[src/core/pci_pkg.sv]
package pci_pkg;
    // register byte addresses on the APB bus
    localparam logic [7:0] RISE_EN_OFS  = 8'h00;
    localparam logic [7:0] FALL_EN_OFS  = 8'h04;
    localparam logic [7:0] FLAGS_OFS    = 8'h08;
    localparam logic [7:0] IRQ_STAT_OFS = 8'h0C;
    localparam logic [7:0] IRQ_MASK_OFS = 8'h10;
    // field layout
    localparam int PIN_LSB  = 0;
    localparam int PIN_MSB  = 5;
    localparam int NUM_PINS = 6;
    localparam int STAT_PORT_CHG_BIT = 0;
    // reset values
    localparam logic [5:0] PIN_REG_RST = 6'h00;
    localparam logic [0:0] IRQ_REG_RST = 1'h0;

    typedef struct packed {
        logic       sel;
        logic       enable;
        logic       write;
        logic [7:0] addr;
        logic [31:0] wdata;
    } pci_apb_req_t;

    typedef enum logic [2:0] {
        ST_IDLE   = 3'b001,
        ST_ACCESS = 3'b010,
        ST_DONE   = 3'b100
    } pci_apb_state_t;
endpackage

[src/core/pci_top.sv]
// Operation
// - rising enable sets pin flag on rise
// - falling enable sets pin flag on fall
// - disabled direction never sets pin flag
// - any pin flag set by an enabled edge raises port flag; a software write to the flags does not
// - pin flags sticky until software writes zero
// - only bits five to zero implemented
// - all enables and flags reset zero
// - both enables flag either direction
module pci_top #(
    parameter int NPINS = pci_pkg::NUM_PINS
) (
    // clock and reset
    input  wire logic             REF_CLK,
    input  wire logic             SYS_RST,
    // apb slave
    input  wire logic             PSEL,
    input  wire logic             PENABLE,
    input  wire logic             PWRITE,
    input  wire logic [7:0]       PADDR,
    input  wire logic [31:0]      PWDATA,
    input  wire logic [3:0]       PSTRB,
    output logic      [31:0]      PRDATA,
    output logic                  PREADY,
    output logic                  PSLVERR,
    // port pins
    input  wire logic [NPINS-1:0] PORT_A_PIN,
    // interrupt
    output logic                  IRQ
);
    pci_pkg::pci_apb_req_t req;
    pci_pkg::pci_apb_state_t state_r;
    pci_pkg::pci_apb_state_t state_nxt;

    logic [NPINS-1:0] pin_sync;
    logic [NPINS-1:0] rise;
    logic [NPINS-1:0] fall;
    logic [NPINS-1:0] rise_en_r;
    logic [NPINS-1:0] fall_en_r;
    logic [NPINS-1:0] flags_r;
    logic [NPINS-1:0] flags_nxt;
    logic [NPINS-1:0] hit;
    logic             port_flag_r;
    logic             port_flag_nxt;
    logic             port_mask_r;
    logic             wr_stb;
    logic             rd_stb;
    logic             lane0;

    always_comb
    begin
        req.sel    = PSEL;
        req.enable = PENABLE;
        req.write  = PWRITE;
        req.addr   = PADDR;
        req.wdata  = PWDATA;
    end

    function automatic logic is_mapped(input logic [7:0] a);
        is_mapped = (a == pci_pkg::RISE_EN_OFS) || (a == pci_pkg::FALL_EN_OFS) ||
                    (a == pci_pkg::FLAGS_OFS) || (a == pci_pkg::IRQ_STAT_OFS) ||
                    (a == pci_pkg::IRQ_MASK_OFS);
    endfunction

    pci_sync #(
        .WIDTH (NPINS)
    ) u_sync (
        .clk (REF_CLK),
        .rst (SYS_RST),
        .d   (PORT_A_PIN),
        .q   (pin_sync)
    );

    pci_edge #(
        .WIDTH (NPINS)
    ) u_edge (
        .clk   (REF_CLK),
        .rst   (SYS_RST),
        .level (pin_sync),
        .rise  (rise),
        .fall  (fall)
    );

    // apb: one wait state, so every access is answered in its second access cycle
    always_comb
    begin
        state_nxt = state_r;
        case (state_r)
            pci_pkg::ST_IDLE:
                if (req.sel && !req.enable)
                    state_nxt = pci_pkg::ST_ACCESS;
            pci_pkg::ST_ACCESS:
                state_nxt = pci_pkg::ST_DONE;
            pci_pkg::ST_DONE:
                state_nxt = pci_pkg::ST_IDLE;
            default:
                state_nxt = pci_pkg::ST_IDLE;
        endcase
    end

    always_ff @(posedge REF_CLK)
    begin
        if (SYS_RST)
            state_r <= pci_pkg::ST_IDLE;
        else
            state_r <= state_nxt;
    end

    always_comb
    begin
        wr_stb = (state_r == pci_pkg::ST_ACCESS) && req.sel && req.enable && req.write;
        rd_stb = (state_r == pci_pkg::ST_ACCESS) && req.sel && req.enable && !req.write;
        lane0  = PSTRB[0];
    end

    always_ff @(posedge REF_CLK)
    begin
        if (SYS_RST)
        begin
            PREADY  <= 1'b0;
            PSLVERR <= 1'b0;
            PRDATA  <= 32'h0000_0000;
        end
        else if (state_r == pci_pkg::ST_ACCESS)
        begin
            PREADY  <= 1'b1;
            PSLVERR <= !is_mapped(req.addr);
            PRDATA  <= 32'h0000_0000;
            if (rd_stb)
            begin
                // upper bits of every register read as zero
                case (req.addr)
                    pci_pkg::RISE_EN_OFS:  PRDATA[NPINS-1:0] <= rise_en_r;
                    pci_pkg::FALL_EN_OFS:  PRDATA[NPINS-1:0] <= fall_en_r;
                    pci_pkg::FLAGS_OFS:    PRDATA[NPINS-1:0] <= flags_r;
                    pci_pkg::IRQ_STAT_OFS: PRDATA[0]         <= port_flag_r;
                    pci_pkg::IRQ_MASK_OFS: PRDATA[0]         <= port_mask_r;
                    default:               PRDATA            <= 32'h0000_0000;
                endcase
            end
        end
        else
        begin
            PREADY  <= 1'b0;
            PSLVERR <= 1'b0;
        end
    end

    // enable registers
    always_ff @(posedge REF_CLK)
    begin
        if (SYS_RST)
        begin
            rise_en_r   <= pci_pkg::PIN_REG_RST;
            fall_en_r   <= pci_pkg::PIN_REG_RST;
            port_mask_r <= pci_pkg::IRQ_REG_RST;
        end
        else if (wr_stb && lane0)
        begin
            if (req.addr == pci_pkg::RISE_EN_OFS)
                rise_en_r <= req.wdata[NPINS-1:0];
            if (req.addr == pci_pkg::FALL_EN_OFS)
                fall_en_r <= req.wdata[NPINS-1:0];
            if (req.addr == pci_pkg::IRQ_MASK_OFS)
                port_mask_r <= req.wdata[pci_pkg::STAT_PORT_CHG_BIT];
        end
    end

    // edge qualification: a pin can carry either enable alone or both
    always_comb
    begin
        hit = (rise & rise_en_r) | (fall & fall_en_r);
    end

    // pin flags: software writes the value, a hardware hit in the same cycle wins
    always_comb
    begin
        flags_nxt = flags_r;
        if (wr_stb && lane0 && req.addr == pci_pkg::FLAGS_OFS)
            flags_nxt = req.wdata[NPINS-1:0];
        flags_nxt = flags_nxt | hit;
    end

    always_ff @(posedge REF_CLK)
    begin
        if (SYS_RST)
            flags_r <= pci_pkg::PIN_REG_RST;
        else
            flags_r <= flags_nxt;
    end

    // port flag: write one to clear, set on any hit, set wins over clear
    always_comb
    begin
        port_flag_nxt = port_flag_r;
        if (wr_stb && lane0 && req.addr == pci_pkg::IRQ_STAT_OFS &&
            req.wdata[pci_pkg::STAT_PORT_CHG_BIT])
            port_flag_nxt = 1'b0;
        if (|hit)
            port_flag_nxt = 1'b1;
    end

    always_ff @(posedge REF_CLK)
    begin
        if (SYS_RST)
        begin
            port_flag_r <= pci_pkg::IRQ_REG_RST;
            IRQ         <= 1'b0;
        end
        else
        begin
            port_flag_r <= port_flag_nxt;
            // registered output: one cycle behind the flag
            IRQ         <= port_flag_r & port_mask_r;
        end
    end

    // assertions
    AST_RISE_SETS: assert property (@(posedge REF_CLK) disable iff (SYS_RST)
        (rise[0] && rise_en_r[0]) |=> flags_r[0])
        else $error("enabled rise did not set flag");
    AST_FALL_SETS: assert property (@(posedge REF_CLK) disable iff (SYS_RST)
        (fall[0] && fall_en_r[0]) |=> flags_r[0])
        else $error("enabled fall did not set flag");
    AST_NO_DISABLED: assert property (@(posedge REF_CLK) disable iff (SYS_RST)
        (!flags_r[0] && !(rise[0] && rise_en_r[0]) && !(fall[0] && fall_en_r[0]) &&
         !(wr_stb && req.addr == pci_pkg::FLAGS_OFS)) |=> !flags_r[0])
        else $error("flag set without enabled edge");
    AST_PORT_FLAG: assert property (@(posedge REF_CLK) disable iff (SYS_RST)
        (|hit) |=> port_flag_r)
        else $error("port flag not raised");
    AST_STICKY: assert property (@(posedge REF_CLK) disable iff (SYS_RST)
        (flags_r[0] && !(wr_stb && req.addr == pci_pkg::FLAGS_OFS)) |=> flags_r[0])
        else $error("pin flag dropped without write");
    AST_UPPER_ZERO: assert property (@(posedge REF_CLK) disable iff (SYS_RST)
        $rose(PREADY) && (PADDR == pci_pkg::FLAGS_OFS) |-> PRDATA[31:NPINS] == '0)
        else $error("unimplemented bits read nonzero");
    AST_RESET_ZERO: assert property (@(posedge REF_CLK)
        SYS_RST |=> (flags_r == '0 && rise_en_r == '0 && fall_en_r == '0 &&
                     !port_flag_r && !port_mask_r && !IRQ && !PREADY))
        else $error("registers not zero after reset");
    AST_BOTH_EDGES: assert property (@(posedge REF_CLK) disable iff (SYS_RST)
        (rise_en_r[1] && fall_en_r[1] && (rise[1] || fall[1])) |=> flags_r[1])
        else $error("dual enable missed an edge");
    AST_SYNC_EDGE: assert property (@(posedge REF_CLK) disable iff (SYS_RST)
        rise[0] |-> (pin_sync[0] && $past(pin_sync[0]) == 1'b0))
        else $error("rise without sampled transition");
    AST_IRQ: assert property (@(posedge REF_CLK) disable iff (SYS_RST)
        ##1 (IRQ == $past(port_flag_r && port_mask_r)))
        else $error("irq does not follow flag and mask");
    AST_RISE_ALL: assert property (@(posedge REF_CLK) disable iff (SYS_RST)
        ((rise & rise_en_r) != '0) |=> ((flags_r & $past(rise & rise_en_r)) == $past(rise & rise_en_r)))
        else $error("enabled rise left a pin flag clear");
    AST_FALL_ALL: assert property (@(posedge REF_CLK) disable iff (SYS_RST)
        ((fall & fall_en_r) != '0) |=> ((flags_r & $past(fall & fall_en_r)) == $past(fall & fall_en_r)))
        else $error("enabled fall left a pin flag clear");
    AST_NO_SPURIOUS: assert property (@(posedge REF_CLK) disable iff (SYS_RST)
        !(wr_stb && lane0 && req.addr == pci_pkg::FLAGS_OFS) |=> ((flags_r & ~$past(flags_r | hit)) == '0))
        else $error("pin flag set without an enabled edge");
    AST_PORT_STICKY: assert property (@(posedge REF_CLK) disable iff (SYS_RST)
        (port_flag_r && !(wr_stb && req.addr == pci_pkg::IRQ_STAT_OFS)) |=> port_flag_r)
        else $error("port flag dropped without a clear");
    AST_PORT_ONLY_HIT: assert property (@(posedge REF_CLK) disable iff (SYS_RST)
        (!port_flag_r && !(|hit)) |=> !port_flag_r)
        else $error("port flag set without an enabled edge");
    AST_FLAG_WRITE: assert property (@(posedge REF_CLK) disable iff (SYS_RST)
        (wr_stb && lane0 && req.addr == pci_pkg::FLAGS_OFS) |=> (flags_r == $past(req.wdata[NPINS-1:0] | hit)))
        else $error("pin flag write not applied");
    AST_UPPER_ZERO_RISE: assert property (@(posedge REF_CLK) disable iff (SYS_RST)
        $rose(PREADY) && (PADDR == pci_pkg::RISE_EN_OFS) |-> PRDATA[31:NPINS] == '0)
        else $error("unimplemented rise enable bits read nonzero");
    AST_UPPER_ZERO_FALL: assert property (@(posedge REF_CLK) disable iff (SYS_RST)
        $rose(PREADY) && (PADDR == pci_pkg::FALL_EN_OFS) |-> PRDATA[31:NPINS] == '0)
        else $error("unimplemented fall enable bits read nonzero");
    AST_SYNC_FALL: assert property (@(posedge REF_CLK) disable iff (SYS_RST)
        fall[0] |-> (!pin_sync[0] && $past(pin_sync[0]) == 1'b1))
        else $error("fall without sampled transition");
    AST_IRQ_SET: assert property (@(posedge REF_CLK) disable iff (SYS_RST)
        (port_flag_r && port_mask_r) |=> IRQ)
        else $error("irq missing while flag and mask set");
    AST_IRQ_MASKED: assert property (@(posedge REF_CLK) disable iff (SYS_RST)
        !port_mask_r |=> !IRQ)
        else $error("irq raised while masked");
    // bus answer: one wait state, ready for one cycle, error only with ready
    AST_READY_ANSWER: assert property (@(posedge REF_CLK) disable iff (SYS_RST)
        (state_r == pci_pkg::ST_IDLE && PSEL && !PENABLE) |-> ##2 PREADY)
        else $error("access not answered after one wait state");
    AST_READY_PULSE: assert property (@(posedge REF_CLK) disable iff (SYS_RST)
        PREADY |=> !PREADY)
        else $error("ready held for more than one cycle");
    AST_ERR_WITH_READY: assert property (@(posedge REF_CLK) disable iff (SYS_RST)
        PSLVERR |-> PREADY)
        else $error("error response without ready");
    AST_UNMAPPED_ERR: assert property (@(posedge REF_CLK) disable iff (SYS_RST)
        ($rose(PREADY) && !is_mapped(PADDR)) |-> PSLVERR)
        else $error("unmapped access answered without error");
    AST_MAPPED_OK: assert property (@(posedge REF_CLK) disable iff (SYS_RST)
        ($rose(PREADY) && is_mapped(PADDR)) |-> !PSLVERR)
        else $error("mapped access answered with error");
endmodule

[src/core/pci_sync.sv]
module pci_sync #(
    parameter int WIDTH = 6
) (
    // clock and reset
    input  wire logic             clk,
    input  wire logic             rst,
    // data
    input  wire logic [WIDTH-1:0] d,
    output logic      [WIDTH-1:0] q
);
    logic [WIDTH-1:0] meta_r;

    always_ff @(posedge clk)
    begin
        if (rst)
        begin
            meta_r <= '0;
            q      <= '0;
        end
        else
        begin
            meta_r <= d;
            q      <= meta_r;
        end
    end
endmodule

[src/core/pci_edge.sv]
module pci_edge #(
    parameter int WIDTH = 6
) (
    // clock and reset
    input  wire logic             clk,
    input  wire logic             rst,
    // synchronised level in, edge pulses out
    input  wire logic [WIDTH-1:0] level,
    output logic      [WIDTH-1:0] rise,
    output logic      [WIDTH-1:0] fall
);
    logic [WIDTH-1:0] prev_r;

    // the synchroniser is cleared by reset too, so edges are held off until both
    // of its stages and the previous sample carry real pin levels; a pin already
    // high at release then gives no rising edge
    logic [2:0] seeded_r;

    always_ff @(posedge clk)
    begin
        if (rst)
        begin
            prev_r   <= '0;
            seeded_r <= 3'h0;
        end
        else
        begin
            prev_r   <= level;
            seeded_r <= {seeded_r[1:0], 1'b1};
        end
    end

    always_comb
    begin
        rise = seeded_r[2] ? (level & ~prev_r) : '0;
        fall = seeded_r[2] ? (~level & prev_r) : '0;
    end
endmodule

[config.mk]
export PLATFORM = sky130hd
export DESIGN_NAME = pci_top
export DESIGN_NICKNAME = d
export VERILOG_FILES = /design/src/core/pci_pkg.sv /design/src/core/pci_top.sv /design/src/core/pci_sync.sv /design/src/core/pci_edge.sv
export SDC_FILE = /design/constraint.sdc
export NUM_CORES = 1
export LEC_CHECK = 0
export BUFFER_PORTS_ARGS = -buffer_cell sky130_fd_sc_hd__clkbuf_2
export CORE_UTILIZATION = 53
export CTS_CLUSTER_DIAMETER = 60
export DETAILED_ROUTE_END_ITERATION = 10
export PLACE_DENSITY_LB_ADDON = 0.12
export SETUP_SLACK_MARGIN = 0.4
export SYNTH_ARGS = -nofsm -noshare
export SYNTH_HDL_FRONTEND = slang
export SYNTH_HIERARCHICAL = 1
export SYNTH_SLANG_ARGS = --single-unit
[constraint.sdc]
create_clock -name REF_CLK -period 2.56 [get_ports REF_CLK]
set_input_delay 0.128 -clock REF_CLK [delete_from_list [all_inputs] [get_ports REF_CLK]]
set_output_delay 0.128 -clock REF_CLK [all_outputs]
set_load 0.02 [all_outputs]
* Yosys cells after proc, flatten, opt, wreduce, memory -nomap -nowiden
Index checks and enable logic that the tools add are counted.
Storage, ports and cells: ROM bits 0, latch bits 0, memory bits (writable) 0, register bits after elaboration 79, logic and storage cells 67, memories kept 0
Operators by class: $add $sub $neg 0, multiply operators 0, equal/unequal tests 7, mux-type cells 12, shift-type cells 0, bitwise gates (word level) 10, div/mod/pow operators 0, order comparisons 0, reduce and logical (&&, ||, !) cells 23
Operators with widths (count):
- 6-bit bitwise AND | 4
- 6-bit 2-to-1 mux | 4
- 8-bit by 4-bit equality test with 1-bit output (second input constant) | 2
- 5-bit case mux with 3 select lines | 1
- 6-bit NOT | 2
- 6-bit bitwise OR | 2
- 1-bit logical AND | 9
- 8-bit by 3-bit equality test with 1-bit output (second input constant) | 1
- 8-bit by 5-bit equality test with 1-bit output (second input constant) | 1
- 8-bit logical NOT | 1
- 3-bit case mux with 2 select lines | 1
- 2-bit AND reduction | 3
- 6-bit OR reduction | 1
- 1-bit case mux with 5 select lines | 1
- 1-bit logical OR | 4
- 1-bit 2-to-1 mux | 4
- 3-bit by 1-bit equality test with 1-bit output (second input constant) | 1
- 3-bit by 2-bit equality test with 1-bit output (second input constant) | 1
- 1-bit logical NOT | 3
- 3-bit 2-to-1 mux | 1
- 2-bit != test (second input constant) | 1
- 2-bit nonzero test | 1
- 2-bit OR reduction | 1
- 1-bit bitwise AND | 1
- 1-bit NOT | 1

* Longest topological paths before layout
word-level depth 9, depth in mapped cells 5, gate-level depth less buffers 4

* Modules after synthesis
The synthesis kept the hierarchy.
By module, submodules not included:
- pci_top | sequential area each 640.6 um2, cells each 188, area an instance 1691.6 um2, times used 1
- pci_sync | sequential area each 240.2 um2, cells each 25, area an instance 366.6 um2, times used 1
- pci_edge | sequential area each 180.2 um2, cells each 31, area an instance 352.8 um2, times used 1

* Worst setup path after synthesis
Ideal clock, no wire load.
kind reg2reg, from register state_r[0], to register rise_en_r[0], path slack 1062 ps, period minus slack after synthesis 1498 ps, arrival time 1426 ps, library setup time 72 ps, stages on the path, launching flop included 5, data required time 2488 ps, path buffers 0, cell sequence dfxtp_1 and4bb_1 nand4_1 nor3_4 mux2i_1
On the way: cells in the longest elaborated chain, start to end 6
RTL lines:
- start, declared | line pci_top.sv:32 | pci_pkg::pci_apb_state_t state_r;
- start signal, assigned | line pci_top.sv:104 | state_r <= pci_pkg::ST_IDLE;
- start signal, assigned | line pci_top.sv:106 | state_r <= state_nxt;
- 3-bit by 2-bit equality test with 1-bit output | line pci_top.sv:111 | wr_stb = (state_r == pci_pkg::ST_ACCESS) && req.sel && req.enable && req.write;
- 1-bit logical AND (3 in a row) | line pci_top.sv:111
- 1-bit logical AND | line pci_top.sv:158 | else if (wr_stb && lane0)
- 2-bit AND reduction (no line)
- end signal, assigned | line pci_top.sv:154 | rise_en_r <= pci_pkg::PIN_REG_RST;
- end signal, assigned | line pci_top.sv:161 | rise_en_r <= req.wdata[NPINS-1:0];
- end, declared | line pci_top.sv:38 | logic [NPINS-1:0] rise_en_r;
Every way passes these cells. A chain may end at the register's enable or synchronous reset.

* Final worst setup path
from register state_r[0], to register rise_en_r[3]
The elaborated chain is that of the path after synthesis.

==> out/qor.yml <==
critical_path:
  cp-end-kind: "register"
  required_ns: 2.80
  crit_fanout: 8
  cp.arrival_ns: 2.10
  cp-start-kind: "register"
  worstSetupPathType: "register to register"
detailed_routing:
  dr_wl_met2_microns: 1880
  routed-via-count: 1665
  drc: 0
  drt-met1-wl_microns: 2030
  routed.top_layer: "met4"
  viasPerCell: 5.03
  wl_met3_microns: 220
  routed_wl_microns: 4200
  ant_nets: 0
  drt_iter0_drc: 77
  wl_per_cell_microns: 12.7
  dr.pass1.iters: 4
clock_tree:
  clock_latency_ns: 0.30
  cts_sinks: 53
  cts_resized: 0
  cts.clk_slew.worst_paths_ns: 0.09
  post-cts-setup-buffer-count: 0
  cts_root_buf: "clkbuf_8"
  cts.path.max_buffers: 2
  htreeDepth: 2
  cts_buffers: 5
  hold_buffers: 0
  cts_tree: "built"
floorplanning:
  chipWidth_microns: 69.4
  fp.dieArea_sq_um: 4820
  num_rows: 24
  start_util_pct: 55.4
  core_sq_um: 4350
  die_h_microns: 69.4
  num_io_pins: 90
synthesis:
  synthDistinctLibCells: 39
  ys_seq_area_share_pct: 44.0
  synthSimpleGateAreaFrac_pct: 27.6
  synthCells: 244
  yosys-top-cells-count: "53 x dfxtp_1, 26 x buf_4, 21 x nand2b_1, 20 x mux2i_1, 15 x o21ai_1"
  synth_top_family_by_area: "simple AND/OR/NAND/NOR gates"
  synth_top_area_share_pct: 44.0
  yosysMostFrequentCell: "dfxtp_1"
  async_flop_share_pct: 0
  synth_edf_count: 0
  syn_area_per_cell_sq_um: 9.88
  synth-seq-cells: 53
  synth_area_leaders: "dfxtp_1 44%, mux2i_1 8.3%, buf_4 8.1%"
  synth_top_cell_by_area: "dfxtp_1"
  synth_compound_area_share_pct: 9.44
  yosys.area_share.xor_xnor_pct: 0
  syn_area_sq_um: 2410
  yosysWarnings: 6
  yosys_most_used_dff: "dfxtp_1"
  synthMuxAreaShare_pct: 8.30
  synth_fa_ha_area_share_pct: 0
global_routing:
  grt_pass1_wl_microns: 7120
  grt_usage_pct: 18.7
  grt_pass1_vias: 1563
  antenna_found_initial: 0
  gr-total-overflow: 0
  grt_max_degree: 36
sta:
  fmax_mhz: 538
  worst_slack_ns: 0.703
  setup_tns_ns: 0
  period_share_pct: 72.5
  drv_slew: 0
  setup_viol: 0
  clock_skew_ns: 0.00865
  rsz0062_at_grt: "false"
  finalHoldViolCount: 0
  finalCriticalPeriod_ns: 1.86
run_status:
  status: "completed"
power_and_ir_drop:
  p_leak_uw: 0.00112
  power_frac_seq_pct: 59.3
  clock_power_share_pct: 32.1
  p_int_uw: 1070
  peakVddDrop_mv: 0.430
  p_sw_share_pct: 24.9
  pwr_density_cell_nw_per_um2: 549
  p_switching_uw: 355
  power_frac_comb_pct: 8.6
  power_uw: 1430
min_path:
  hold_path.class: "primary input to register"
placed_design:
  hpwl_microns: 3060
  dpl_worst_slack_ns: 0.711
  port_buffers: 34
  dpl-instance-area_sq_um: 2510
  routabilityCongestion: 0.808
final_layout:
  area_delta_synth_final_pct: 7.68
  fill_cells: 391
  drive_gt1_share_pct: 21.1
  n_antenna_cell: 0
  layout.nets: 333
  fin_area_sq_um: 2600
  final_util_pct: 59.6
flow_run:
  drv_cap: 0
[worst max-delay path, stage by stage (launching register included)]
cell and delay, ns:
dfxtp_1 0.34, and4bb_1 0.33, nand4_1 0.37, nor3_4 0.51, mux2i_1 0.24
[layer usage]
metal / up-vias / global-route usage (%)
met1: 752 / 24.4
met2: 45 / 29.4
met3: 7 / 5.38
met5: - / 0
li1: 861 / -
met4: 0 / 6.80
[stage by stage]
step / hold WS [ns] / instances
after global routing: 0.0146 / 331
final: 0.0133 / 331
after global placement: 0.336 / 323
after detailed placement: 0.339 / 323
after CTS: 0.00728 / 331
after floorplan: 0.185 / 269
[layout make-up]
| class | count | area (sq um) | area share (%) |
|---|---|---|---|
| inverters | 2 | 7.51 | 0.289 |
| multi-input cells | 180 | 1190 | 45.9 |
| clock inverters | 3 | 17.5 | 0.675 |
| repair buffers | 36 | 185 | 7.13 |
| well taps | 52 | 65.1 | 2.51 |
| clock buffers | 5 | 68.8 | 2.65 |
| flip-flops and latches | 53 | 1060 | 40.9 |
[cells by family (layout without fill, tap and decap cells)]
logic type / Yosys count / in the layout
other: 1 / 26
AND/OR/NAND/NOR: 98 / 98
flip-flops: 53 / 53
buffers and inverters: 36 / 46
AO/OA/AOI/OAI: 36 / 36
multiplexers: 20 / 20
[cells in the final DEF, fill, tap and decap left out, types with 2 or more instances in the layout]
master,netlist,routed
dfxtp_1,53,53
nor3_1,3,3
clkbuf_2,0,34
nor2b_2,8,8
o21ai_1,15,15
mux2i_1,20,20
nand2_1,11,11
conb_1,1,26
nor2b_1,11,11
nand3_1,7,7
and2b_2,2,2
and4_1,3,3
nor2b_4,2,2
nor2_1,6,6
or3_1,3,3
a22oi_1,6,6
and3b_1,10,10
nand2b_1,21,21
a22o_1,5,5
and3b_2,2,2
buf_4,26,2
clkinv_2,0,2
a31oi_1,6,6
inv_1,2,2
clkbuf_8,0,5
[state kept, by name (all words and copies together), names as in the netlist, 3 cells and up]
register and cells:
u_edge/prev_r 6, fall_en_r 6, state_r 3, PRDATA 6, rise_en_r 6, u_edge/seeded_r 3
flags_r 6, u_sync/q 6, u_sync/meta_r 6
[path summary, 6_finish.rpt]
kind | depth (start not counted) | to | slack, ns | from
worst max register to register | 4 | rise_en_r[3]$_SDFFE_PP0P_ | 0.70 | state_r[0]$_SDFFE_PP1P_
worst max-delay path | 4 | rise_en_r[3]$_SDFFE_PP0P_ | 0.70 | state_r[0]$_SDFFE_PP1P_
worst min register to register | 1 | u_edge/seeded_r[1]$_SDFF_PP0_ | 0.44 | u_edge/seeded_r[0]$_DFF_P_
worst min-delay path | 2 | state_r[1]$_SDFFE_PP0P_ | 0.01 | PENABLE
[power by group through the flow]
stage	Sequential, uW	Clock (uW)	Combinational [uW]
floorplan	863	0	119
finish	846	457	122
detailed placement	865	0	121
global placement	864	0	121
global route	848	504	133
CTS	846	471	122
(Power assumes the default switching activity.)
